$ cat config.mk
export PLATFORM = sky130hd
export DESIGN_NAME = mmsel_top
export DESIGN_NICKNAME = d
export VERILOG_FILES = /design/src/mmsel_peak.v /design/src/mmsel_top.v
export VERILOG_INCLUDE_DIRS = /design/src
export SDC_FILE = /design/constraint.sdc
export NUM_CORES = 1
export LEC_CHECK = 0
export ABC_CLOCK_PERIOD_IN_PS = 5350
export BUFFER_PORTS_ARGS = -buffer_cell sky130_fd_sc_hd__buf_2
export CAP_MARGIN = 5
export CORE_MARGIN = 4
export CORE_UTILIZATION = 30
export CTS_CLUSTER_DIAMETER = 120
export CTS_CLUSTER_SIZE = 25
export DETAILED_ROUTE_END_ITERATION = 12
export GPL_TIMING_DRIVEN = 0
export SLEW_MARGIN = 20
export SYNTH_ARGS = -nofsm -noshare
export SYNTH_HDL_FRONTEND = slang
export SYNTH_SLANG_ARGS = --single-unit
$ cat constraint.sdc
create_clock -name ref_clk_in -period 5.35 [get_ports ref_clk_in]
set_input_delay 1.07 -clock ref_clk_in [delete_from_list [all_inputs] [get_ports ref_clk_in]]
set_output_delay 1.07 -clock ref_clk_in [all_outputs]
set_load 0.02 [all_outputs]
$ cat src/mmsel_defs.vh
// Constants for the measurement mode select block.
`ifndef MMSEL_DEFS_VH
`define MMSEL_DEFS_VH

// ------------------------------------------------------------------
// Register map
// ------------------------------------------------------------------
`define MMSEL_ADDR_W         6
`define MMSEL_MODE_ADDR      6'h0b
`define MMSEL_MODE_RESET     8'h70

// ------------------------------------------------------------------
// Field positions of the measurement mode register
// ------------------------------------------------------------------
`define MMSEL_PERIOD_LSB     0
`define MMSEL_PERIOD_MSB     1
`define MMSEL_PEAK_LSB       2
`define MMSEL_PEAK_MSB       3
`define MMSEL_ZX_LSB         4
`define MMSEL_ZX_MSB         6
`define MMSEL_WRITE_MASK     8'h7f

// ------------------------------------------------------------------
// Phase source encodings
// ------------------------------------------------------------------
`define MMSEL_SRC_A          2'h0
`define MMSEL_SRC_B          2'h1
`define MMSEL_SRC_C          2'h2
`define MMSEL_SRC_RSVD       2'h3

// ------------------------------------------------------------------
// Datapath widths and timing counts
// ------------------------------------------------------------------
`define MMSEL_SAMPLE_W       16
`define MMSEL_PERIOD_W       16
`define MMSEL_PERIOD_MAX     16'hffff

`endif

$ cat src/mmsel_peak.v
// Peak comparator: magnitude of a signed sample against a threshold.
`timescale 1ns/100ps
`include "mmsel_defs.vh"

module mmsel_peak (
	input  wire                         ref_clk_in,   // Block clock.
	input  wire                         rst_in,       // Async reset, high.
	input  wire                         enable_in,    // Valid source chosen.
	input  wire                         sample_vld_in, // New sample strobe.
	input  wire [`MMSEL_SAMPLE_W-1:0]   sample_in,    // Signed sample.
	input  wire [`MMSEL_SAMPLE_W-1:0]   threshold_in, // Unsigned level.
	output reg                          over_out      // One-cycle pulse.
);

	// Magnitude of the two's complement sample.
	wire [`MMSEL_SAMPLE_W-1:0] mag_w;

	// The most negative code maps to 8000h, its true unsigned magnitude.
	assign mag_w = sample_in[`MMSEL_SAMPLE_W-1] ?
		(~sample_in + {{(`MMSEL_SAMPLE_W-1){1'b0}}, 1'b1}) : sample_in;

	// ------------------------------------------------------------------
	// Compare stage
	// ------------------------------------------------------------------

	// A sample strictly above the level raises a single pulse.
	always @(posedge ref_clk_in or posedge rst_in) begin
		if (rst_in) begin
			over_out <= 1'b0;
		end else begin
			over_out <= enable_in & sample_vld_in & (mag_w > threshold_in);
		end
	end

endmodule

$ cat src/mmsel_top.v
// Measurement mode register and the phase selection it drives.
// Function
// RULE1 - Bits 1:0 pick period phase, reset 0.
// RULE2 - Bits 3:2 pick peak detection phase.
// RULE3 - Selected voltage above threshold sets flag.
// RULE4 - Selected current above threshold sets flag.
// RULE5 - Bits 6:4 choose phases counting zero crossings.
// RULE6 - Cleared phase skips timeout, crossing, period, dip.
// RULE7 - Bit4 A, bit5 B, bit6 C; reset 7.
// RULE8 - Host writes register 0Bh; device applies fields.
// RULE9 - Bit 7 reads zero, writes ignored.
`timescale 1ns/100ps
`include "mmsel_defs.vh"

module mmsel_top (
	input  wire                          ref_clk_in,      // 40 MHz clock.
	input  wire                          rst_in,          // Async reset.
	// Register port from the serial interface decoder.
	input  wire [`MMSEL_ADDR_W-1:0]      reg_addr_in,     // Register address.
	input  wire                          reg_wr_in,       // Write strobe.
	input  wire                          reg_rd_in,       // Read strobe.
	input  wire [7:0]                    reg_wdata_in,    // Write data.
	output reg  [7:0]                    reg_rdata_out,   // Read data.
	output reg                           reg_rvalid_out,  // Read data valid.
	// Per-phase zero crossing pulses, bit 0 is phase A.
	input  wire [2:0]                    zero_cross_in,   // Raw crossings.
	// Per-phase samples for peak detection.
	input  wire                          sample_vld_in,   // Sample strobe.
	input  wire [`MMSEL_SAMPLE_W-1:0]    volt_a_in,       // Phase A voltage.
	input  wire [`MMSEL_SAMPLE_W-1:0]    volt_b_in,       // Phase B voltage.
	input  wire [`MMSEL_SAMPLE_W-1:0]    volt_c_in,       // Phase C voltage.
	input  wire [`MMSEL_SAMPLE_W-1:0]    curr_a_in,       // Phase A current.
	input  wire [`MMSEL_SAMPLE_W-1:0]    curr_b_in,       // Phase B current.
	input  wire [`MMSEL_SAMPLE_W-1:0]    curr_c_in,       // Phase C current.
	input  wire [`MMSEL_SAMPLE_W-1:0]    voltage_peak_threshold_in, // Level.
	input  wire [`MMSEL_SAMPLE_W-1:0]    current_peak_threshold_in, // Level.
	// Results towards the measurement functions.
	output reg  [2:0]                    zero_cross_phase_enable_out, // Field.
	output reg  [2:0]                    zero_cross_gated_out, // Counted.
	output reg  [2:0]                    voltage_dip_detect_en_out, // Dip.
	output reg  [2:0]                    zx_timeout_en_out, // Timeout.
	output reg  [1:0]                    period_source_select_out, // Field.
	output reg  [1:0]                    peak_source_select_out, // Field.
	output reg  [`MMSEL_PERIOD_W-1:0]    line_period_out, // Period cycles.
	output reg                           line_period_vld_out, // New period.
	output wire                          voltage_peak_flag_out, // Set pulse.
	output wire                          current_peak_flag_out  // Set pulse.
);

	// ------------------------------------------------------------------
	// Decoding helpers
	// ------------------------------------------------------------------

	// Turns a two-bit source code into a one-hot phase; reserved is none.
	function [2:0] src_onehot;
		input [1:0] code;
		begin
			case (code)
				`MMSEL_SRC_A: begin
					src_onehot = 3'h1;
				end
				`MMSEL_SRC_B: begin
					src_onehot = 3'h2;
				end
				`MMSEL_SRC_C: begin
					src_onehot = 3'h4;
				end
				default: begin
					src_onehot = 3'h0;
				end
			endcase
		end
	endfunction

	// Picks one of three samples by a one-hot phase; none gives zero.
	function [`MMSEL_SAMPLE_W-1:0] pick;
		input [2:0]                  sel;
		input [`MMSEL_SAMPLE_W-1:0]  a;
		input [`MMSEL_SAMPLE_W-1:0]  b;
		input [`MMSEL_SAMPLE_W-1:0]  c;
		begin
			pick = ({`MMSEL_SAMPLE_W{sel[0]}} & a) |
			       ({`MMSEL_SAMPLE_W{sel[1]}} & b) |
			       ({`MMSEL_SAMPLE_W{sel[2]}} & c);
		end
	endfunction

	// ------------------------------------------------------------------
	// Measurement mode register
	// ------------------------------------------------------------------

	reg  [7:0] mode_r;      // Stored register, bit 7 always zero.
	wire       mode_hit_w;  // Access addresses this register.

	assign mode_hit_w = (reg_addr_in == `MMSEL_MODE_ADDR); // RULE8

	// A write replaces the three fields at once; bit 7 is masked off.
	always @(posedge ref_clk_in or posedge rst_in) begin
		if (rst_in) begin
			mode_r <= `MMSEL_MODE_RESET; // RULE1 RULE7
		end else if (reg_wr_in && mode_hit_w) begin
			mode_r <= reg_wdata_in & `MMSEL_WRITE_MASK; // RULE8 RULE9
		end
	end

	// Reads return the stored value one cycle after the strobe.
	always @(posedge ref_clk_in or posedge rst_in) begin
		if (rst_in) begin
			reg_rdata_out  <= 8'h00;
			reg_rvalid_out <= 1'b0;
		end else begin
			reg_rvalid_out <= reg_rd_in;
			if (reg_rd_in && mode_hit_w) begin
				reg_rdata_out <= mode_r & `MMSEL_WRITE_MASK; // RULE9
			end else begin
				// Unmapped addresses read as zero.
				reg_rdata_out <= 8'h00;
			end
		end
	end

	// ------------------------------------------------------------------
	// Field extraction
	// ------------------------------------------------------------------

	wire [1:0] period_sel_w;  // Period source code.
	wire [1:0] peak_sel_w;    // Peak source code.
	wire [2:0] phase_en_w;    // Per-phase enables, bit 0 is phase A.
	wire [2:0] period_oh_w;   // Period phase, one-hot.
	wire [2:0] peak_oh_w;     // Peak phase, one-hot.

	assign period_sel_w = mode_r[`MMSEL_PERIOD_MSB:`MMSEL_PERIOD_LSB]; // RULE1
	assign peak_sel_w   = mode_r[`MMSEL_PEAK_MSB:`MMSEL_PEAK_LSB];     // RULE2
	assign phase_en_w   = mode_r[`MMSEL_ZX_MSB:`MMSEL_ZX_LSB];         // RULE7
	assign period_oh_w  = src_onehot(period_sel_w);                    // RULE1
	assign peak_oh_w    = src_onehot(peak_sel_w);                      // RULE2

	// ------------------------------------------------------------------
	// Per-phase gating
	// ------------------------------------------------------------------

	wire [2:0] zx_gated_nxt;  // Crossings of enabled phases, next value.

	// Each phase is gated by its own enable bit, one copy per phase.
	genvar g;
	generate
		for (g = 0; g < 3; g = g + 1) begin : gate_phase
			// Only enabled phases pass their crossing on.
			assign zx_gated_nxt[g] =
				zero_cross_in[g] & phase_en_w[g]; // RULE5 RULE6
		end
	endgenerate

	// One process owns each output vector, so no bit has two drivers.
	always @(posedge ref_clk_in or posedge rst_in) begin
		if (rst_in) begin
			zero_cross_gated_out      <= 3'h0;
			voltage_dip_detect_en_out <= 3'h7;
			zx_timeout_en_out         <= 3'h7;
		end else begin
			zero_cross_gated_out      <= zx_gated_nxt; // RULE5 RULE6
			voltage_dip_detect_en_out <= phase_en_w;   // RULE6
			zx_timeout_en_out         <= phase_en_w;   // RULE6
		end
	end

	// Field copies for the neighbouring measurement functions.
	always @(posedge ref_clk_in or posedge rst_in) begin
		if (rst_in) begin
			zero_cross_phase_enable_out <= 3'h7;
			period_source_select_out    <= `MMSEL_SRC_A;
			peak_source_select_out      <= `MMSEL_SRC_A;
		end else begin
			zero_cross_phase_enable_out <= phase_en_w; // RULE5
			period_source_select_out    <= period_sel_w; // RULE1
			peak_source_select_out      <= peak_sel_w;   // RULE2
		end
	end

	// ------------------------------------------------------------------
	// Line period measurement
	// ------------------------------------------------------------------

	reg  [`MMSEL_PERIOD_W-1:0] per_cnt_r;   // Cycles since last crossing.
	reg                        per_armed_r; // A first crossing was seen.
	wire                       per_zx_w;    // Crossing of the chosen phase.

	// The chosen phase must also be enabled to be measured.
	assign per_zx_w = |(zero_cross_in & period_oh_w & phase_en_w); // RULE1 RULE6

	// The counter saturates so a stopped line never wraps to a short
	// false period; the first crossing only arms the measurement.
	always @(posedge ref_clk_in or posedge rst_in) begin
		if (rst_in) begin
			per_cnt_r           <= {`MMSEL_PERIOD_W{1'b0}};
			per_armed_r         <= 1'b0;
			line_period_out     <= {`MMSEL_PERIOD_W{1'b0}};
			line_period_vld_out <= 1'b0;
		end else if (per_zx_w) begin
			per_cnt_r           <= {`MMSEL_PERIOD_W{1'b0}};
			per_armed_r         <= 1'b1;
			line_period_vld_out <= per_armed_r;
			if (per_armed_r) begin
				line_period_out <= per_cnt_r;
			end
		end else begin
			line_period_vld_out <= 1'b0;
			if (per_cnt_r != `MMSEL_PERIOD_MAX) begin
				per_cnt_r <= per_cnt_r + {{(`MMSEL_PERIOD_W-1){1'b0}}, 1'b1};
			end
		end
	end

	// ------------------------------------------------------------------
	// Peak detection
	// ------------------------------------------------------------------

	wire [`MMSEL_SAMPLE_W-1:0] pk_volt_w; // Voltage of the peak phase.
	wire [`MMSEL_SAMPLE_W-1:0] pk_curr_w; // Current of the peak phase.
	wire                       pk_en_w;   // A valid phase is chosen.

	assign pk_volt_w = pick(peak_oh_w, volt_a_in, volt_b_in, volt_c_in);
	assign pk_curr_w = pick(peak_oh_w, curr_a_in, curr_b_in, curr_c_in);
	assign pk_en_w   = |peak_oh_w; // RULE2

	// Voltage level check; the pulse sets the flag in interrupt status.
	mmsel_peak u_volt_peak (
		.ref_clk_in    (ref_clk_in),
		.rst_in        (rst_in),
		.enable_in     (pk_en_w),
		.sample_vld_in (sample_vld_in),
		.sample_in     (pk_volt_w),
		.threshold_in  (voltage_peak_threshold_in),
		.over_out      (voltage_peak_flag_out) // RULE3
	);

	// Current level check; the pulse sets the flag in interrupt status.
	mmsel_peak u_curr_peak (
		.ref_clk_in    (ref_clk_in),
		.rst_in        (rst_in),
		.enable_in     (pk_en_w),
		.sample_vld_in (sample_vld_in),
		.sample_in     (pk_curr_w),
		.threshold_in  (current_peak_threshold_in),
		.over_out      (current_peak_flag_out) // RULE4
	);

endmodule

* Word level (Yosys, flattened, before mapping) *
Cells that the tools add are included.

storage, ports and cells
  flip-flop bits (word level) = 61
  output and inout port bits = 44
  logic and storage cells = 60
  input bits = 150

operators by class
  bitwise gates (word level) = 20
  order comparisons = 2
  muxes and demuxes = 8
  eq/ne operators = 6
  add/subtract/negate cells = 3
  reduce and logical (&&, ||, !) cells = 8

operators with widths
  kind                                                 number
  bitwise AND 16 bit                                   6
  2-to-1 mux 16 bit                                    4
  OR 16 bit                                            4
  adder 16 x 1 -> 16 bit, second input constant        3
  greater-than comparator 16 bit                       2
  NOT 16 bit                                           2
  case mux 3 bit (3 select lines)                      2
  inequality test 16 bit, second input constant        1
  2-to-1 mux 7 bit                                     1
  bitwise AND 1 bit                                    6
  bitwise AND 3 bit                                    2
  equality test 6 x 4 -> 1 bit, second input constant  1
  OR reduction 3 bit                                   2
  equality test 2 x 1 -> 1 bit, second input constant  2
  equality test 2 bit, second input constant           2
  zero test 2 bit                                      2
  logical AND 1 bit                                    2
  AND reduction 2 bit                                  1
  nonzero test 2 bit                                   1
  2-to-1 mux 1 bit                                     1

* Logic depth before layout (Yosys ltp) *
  word-level depth = 10
  gate-level depth with buffers = 16
  mapped depth without buffers = 13

* Modules after synthesis *
A second synthesis with hierarchy kept.

second synthesis, totals
  cells, all modules = 499
  area, all modules = 4620.7 µm²

modules (own cells, without submodules)
  module      cells an instance  instances  area an instance (µm²)
  mmsel_top   295                1          3096.7
  mmsel_peak  102                2          762.0

* Worst setup path before layout *
No wires, ideal clock.

  kind = in2reg
  start = in volt_b_in[4]
  end = reg u_volt_peak.over_out
  cell stages on the path = 10
  arrival time = 3.225 ns
  buffers on the path = 0
  slack = 2.002 ns
  cell sequence = mux2i_1 > o2bb2ai_1 > nor4_4 > a41oi_1 > xor2_1 > ha_1 > nand4_1 > or3_1 > o21a_1 > o31a_1

on the way
  cells in the longest elaborated chain, start to end = 8

RTL lines
  item                                line             text
  start: declaration                  mmsel_top.v:30   input wire [`MMSEL_SAMPLE_W-1:0] volt_b_in,
  bitwise AND 16 bit (*)              mmsel_top.v:83   ({`MMSEL_SAMPLE_W{sel[1]}} & b) |
  OR 16 bit (*) (2 in series)         mmsel_top.v:82   pick = ({`MMSEL_SAMPLE_W{sel[0]}} & a) |
  NOT 16 bit                          mmsel_peak.v:20  (~sample_in + {{(`MMSEL_SAMPLE_W-1){1'b0}}, 1'b1}) : sample_in;
  adder 16 x 1 -> 16 bit              mmsel_peak.v:20
  2-to-1 mux 16 bit (*)               mmsel_peak.v:19  assign mag_w = sample_in[`MMSEL_SAMPLE_W-1] ?
  greater-than comparator 16 bit (*)  mmsel_peak.v:31  over_out <= enable_in & sample_vld_in & (mag_w > threshold_in);
  bitwise AND 1 bit (*)               mmsel_peak.v:31
  end signal: assignment              mmsel_peak.v:31
  end: declaration                    mmsel_peak.v:12  output reg over_out

Mark *: on every way between the ends. The rest lies on a longest branch, timed or not.
A chain may end at the register's enable or synchronous reset.

* Worst setup path after layout *
  start = reg mode_r[2]
  end = reg u_volt_peak.over_out

on the way
  cells in the longest elaborated chain, start to end = 10

RTL lines
  item                                          line                            text
  start: declaration                            mmsel_top.v:92                  reg [7:0] mode_r;
  start signal: assignment                      mmsel_top.v:100                 mode_r <= `MMSEL_MODE_RESET;
  start signal: assignment                      mmsel_top.v:102                 mode_r <= reg_wdata_in & `MMSEL_WRITE_MASK;
  equality test 2 bit (tied with other cells)   mmsel_top.v:58                  case (code)
  case mux 3 bit (3 select lines) (*)           mmsel_top.v:58
  bitwise AND 16 bit, on equally long branches  mmsel_top.v:82, mmsel_top.v:83
  OR 16 bit (2 in series)                       mmsel_top.v:82
  NOT 16 bit                                    mmsel_peak.v:20
  adder 16 x 1 -> 16 bit                        mmsel_peak.v:20
  2-to-1 mux 16 bit                             mmsel_peak.v:19
  greater-than comparator 16 bit                mmsel_peak.v:31
  bitwise AND 1 bit (*)                         mmsel_peak.v:31

Marked as above.

==> flow_metrics.env <==
export IMPL_r2r_setup_slack_ps=1750
export IMPL_io_buffer_count=191
export IMPL_antenna_diode_count=0
export IMPL_grt_max_degree=36
export IMPL_grt_pass1_vias=4693
export IMPL_synth_top_cell_area_share_pct=30.1
export IMPL_postCtsSetupBuffers=0
export IMPL_grt_total_usage_pct=15.5
export IMPL_critical_path_slowest_cell="dfrtp_1"
export IMPL_cts_tree="yes"
export IMPL_synth_area_leader_cell="dfrtp_1"
export IMPL_vias=4259
export IMPL_setup_viol=0
export IMPL_rsz0062_at_grt="false"
export IMPL_cts_sinks=61
export IMPL_syn_nets=654
export IMPL_yosysMostFrequentCell="dfrtp_1"
export IMPL_netlist_area_um2=4570
export IMPL_async_flop_share_pct=100
export IMPL_drt_iter0_drc=170
export IMPL_drt_wl_total_mm=13.6
export IMPL_endpoint_kind="flop"
export IMPL_antenna_found_initial=0
export IMPL_finalHoldViolations=0
export IMPL_synthDistinctLibCells=45
export IMPL_drive_above_1_share_pct=39.4
export IMPL_syn_area_per_cell_um2=9.75
export IMPL_slew_headroom_pct=36.3
export IMPL_tightest_slew_ps=947
export IMPL_synth_seq_cells=61
export IMPL_clock_path_buffers=2
export IMPL_status="finished clean"
export IMPL_netlist_top_cells_count="55 x dfrtp_1, 47 x inv_1, 35 x ha_1"
export IMPL_tns_ps=0
export IMPL_clkLatencyLatePin_ps=330
export IMPL_cp_data_arrival_time_ps=3810
export IMPL_p_per_area_nw_per_um2=358
export IMPL_fin_crit_sh_pct=67.3
export IMPL_crit_chain="buf_6, nor2b_4, buf_6, buf_2, o2bb2ai_1, inv_1, ha_1, nor2b_1, a41oi_1, xnor2_1, ha_1, nand4_1, or3_1, o21a_1, o31a_1"
export IMPL_syn2layout_area_growth_pct=32.5
export IMPL_placeableCoreArea_um2=14800
export IMPL_grt_pass1_wl_mm=22.3
export IMPL_cts_resized=0
export IMPL_overflow=0
export IMPL_firstDrtPassIters=4
export IMPL_root_buffer="clkbuf_16"
export IMPL_fmax_ghz=0.278
export IMPL_placed_cell_area_um2=5780
export IMPL_critical_path_max_stage_delay_ps=420
export IMPL_post_route_util_pct=41.1
export IMPL_skew_ps=7.16
export IMPL_initial_core_util_pct=31.0
export IMPL_die_x_um=131
export IMPL_hold_class="reg2reg"
export IMPL_p_leak_uw=0.00312
export IMPL_h_tree_depth=3
export IMPL_numCtsBuffers=9
export IMPL_yosysWarnings=0
export IMPL_vias_per_cell=4.95
export IMPL_rows=44
export IMPL_path_class="reg2reg"
export IMPL_cts_hold_buffers_added=0
export IMPL_die_area_um2=17300
export IMPL_drc=0
export IMPL_vdd_drop_max_mv=0.125
export IMPL_cp_max_fo=10
export IMPL_drv_cap=0
export IMPL_ant_nets=0
export IMPL_final_cell_area_um2=6060
export IMPL_die_y_um=131
export IMPL_hold_ws_ps=377
export IMPL_synthFlopType="dfrtp_1"
export IMPL_seq_area_frac_synth_pct=33.5
export IMPL_fin_crit_ps=3600
export IMPL_dp_hpwl_mm=11.6
export IMPL_layout_nets=857
export IMPL_netlist_instances=469
export IMPL_drv_slew=0
export IMPL_synthTopCellsByArea="dfrtp_1 30%, ha_1 9.6%, mux2i_1 7.2%, mux2_2 5.7%, o2bb2ai_1 5.2%"
export IMPL_num_io_pins=194
export IMPL_wl_per_cell_um=15.8
export IMPL_required_ps=5560
export IMPL_clk_pin_slew_worst_paths_ps=50
export IMPL_startpoint_type="flop"
export IMPL_synth_edf_count=0
export IMPL_gp_congestion=0.922
cell usage in the layout, fill, tap and decap left out, drive strengths merged, types with 7 or more instances in the layout:
master and n:
mux2 23, xnor2 19, a21o 12, nand4 12, nor2 29, dfrtp 55
inv 47, nand2 7, and3 12, nor3 17, a31oi 10, a21oi 25
o2bb2ai 28, nand3 9, xor2 18, buf 211, mux2i 33, clkbuf 13
ha 35
flip-flops by register name, summed over array words and instances (netlist names), 2 cells and up:
signal,cells
line_period_out,16
per_cnt_r,16
mode_r,7
reg_rdata_out,7
zero_cross_gated_out,3
zero_cross_phase_enable_out,3
peak_source_select_out,2
period_source_select_out,2
through the flow:
stage	instances	power, µW	worst slack, ps
3_5_place_dp	845	1660	1540
4_1_cts	861	2190	1710
3_3_place_gp	844	1610	1600
5_1_grt	861	2330	1530
6_report	861	2170	1750
2_1_floorplan	469	1350	2000
final timing paths:
kind | start | end | depth (start not counted)
max reg2reg | mode_r[2] | u_volt_peak.over_out | 15
min | mode_r[5] | zero_cross_phase_enable_out[1] | 0
min reg2reg | mode_r[5] | zero_cross_phase_enable_out[1] | 0
min in group asynchronous | rst_in | period_source_select_out[1] | 2
max | mode_r[2] | u_volt_peak.over_out | 15
max in group asynchronous | rst_in | per_cnt_r[11] | 3
logic make-up (layout without fill, tap and decap cells):
family,Yosys count,in the layout,share of synthesized area (%)
buf+inv,70,278,7.38
xor+xnor,37,37,7.08
flops,61,61,33.5
compound gates,101,101,15.9
mux,56,56,12.9
other cells,1,1,0.0820
simple gates,108,108,13.6
fa+ha+maj,35,35,9.57
metal layers:
layer	vias up	track usage, %	share of wire (%)	routed length, µm
met5	-	0	0	0
met4	0	5.19	1.9	257
met3	15	3.10	5.8	790
met2	163	29.0	53	7160
met1	1988	17.6	40	5400
li1	2093	-	-	-
layout make-up:
cell class / count / area (µm²)
fill: 1470 / 8690
multi-input combinational: 338 / 2700
sequential: 61 / 1530
timing repair buffer: 192 / 976
tap: 184 / 230
clock buffer: 9 / 225
inverter: 47 / 179
buffer: 23 / 161
clock inverter: 7 / 52.6
report_power, final:
| group | switching, µW | internal, µW |
|---|---|---|
| clock | 208 | 313 |
| combinational | 533 | 418 |
| sequential | 110 | 587 |
critical path, delay by kind of cell, from the launching register on:
kind                       cells  cell delay, ps
xor gates and xnor gates       1             100
and+or+nand+nor                4             930
DFF                            1             420
AOI/OAI and AO/OA              4             760
adders and majority gates      2             530
buffers and inverters          4             740
No activity file was read; power rests on OpenSTA's default activity.
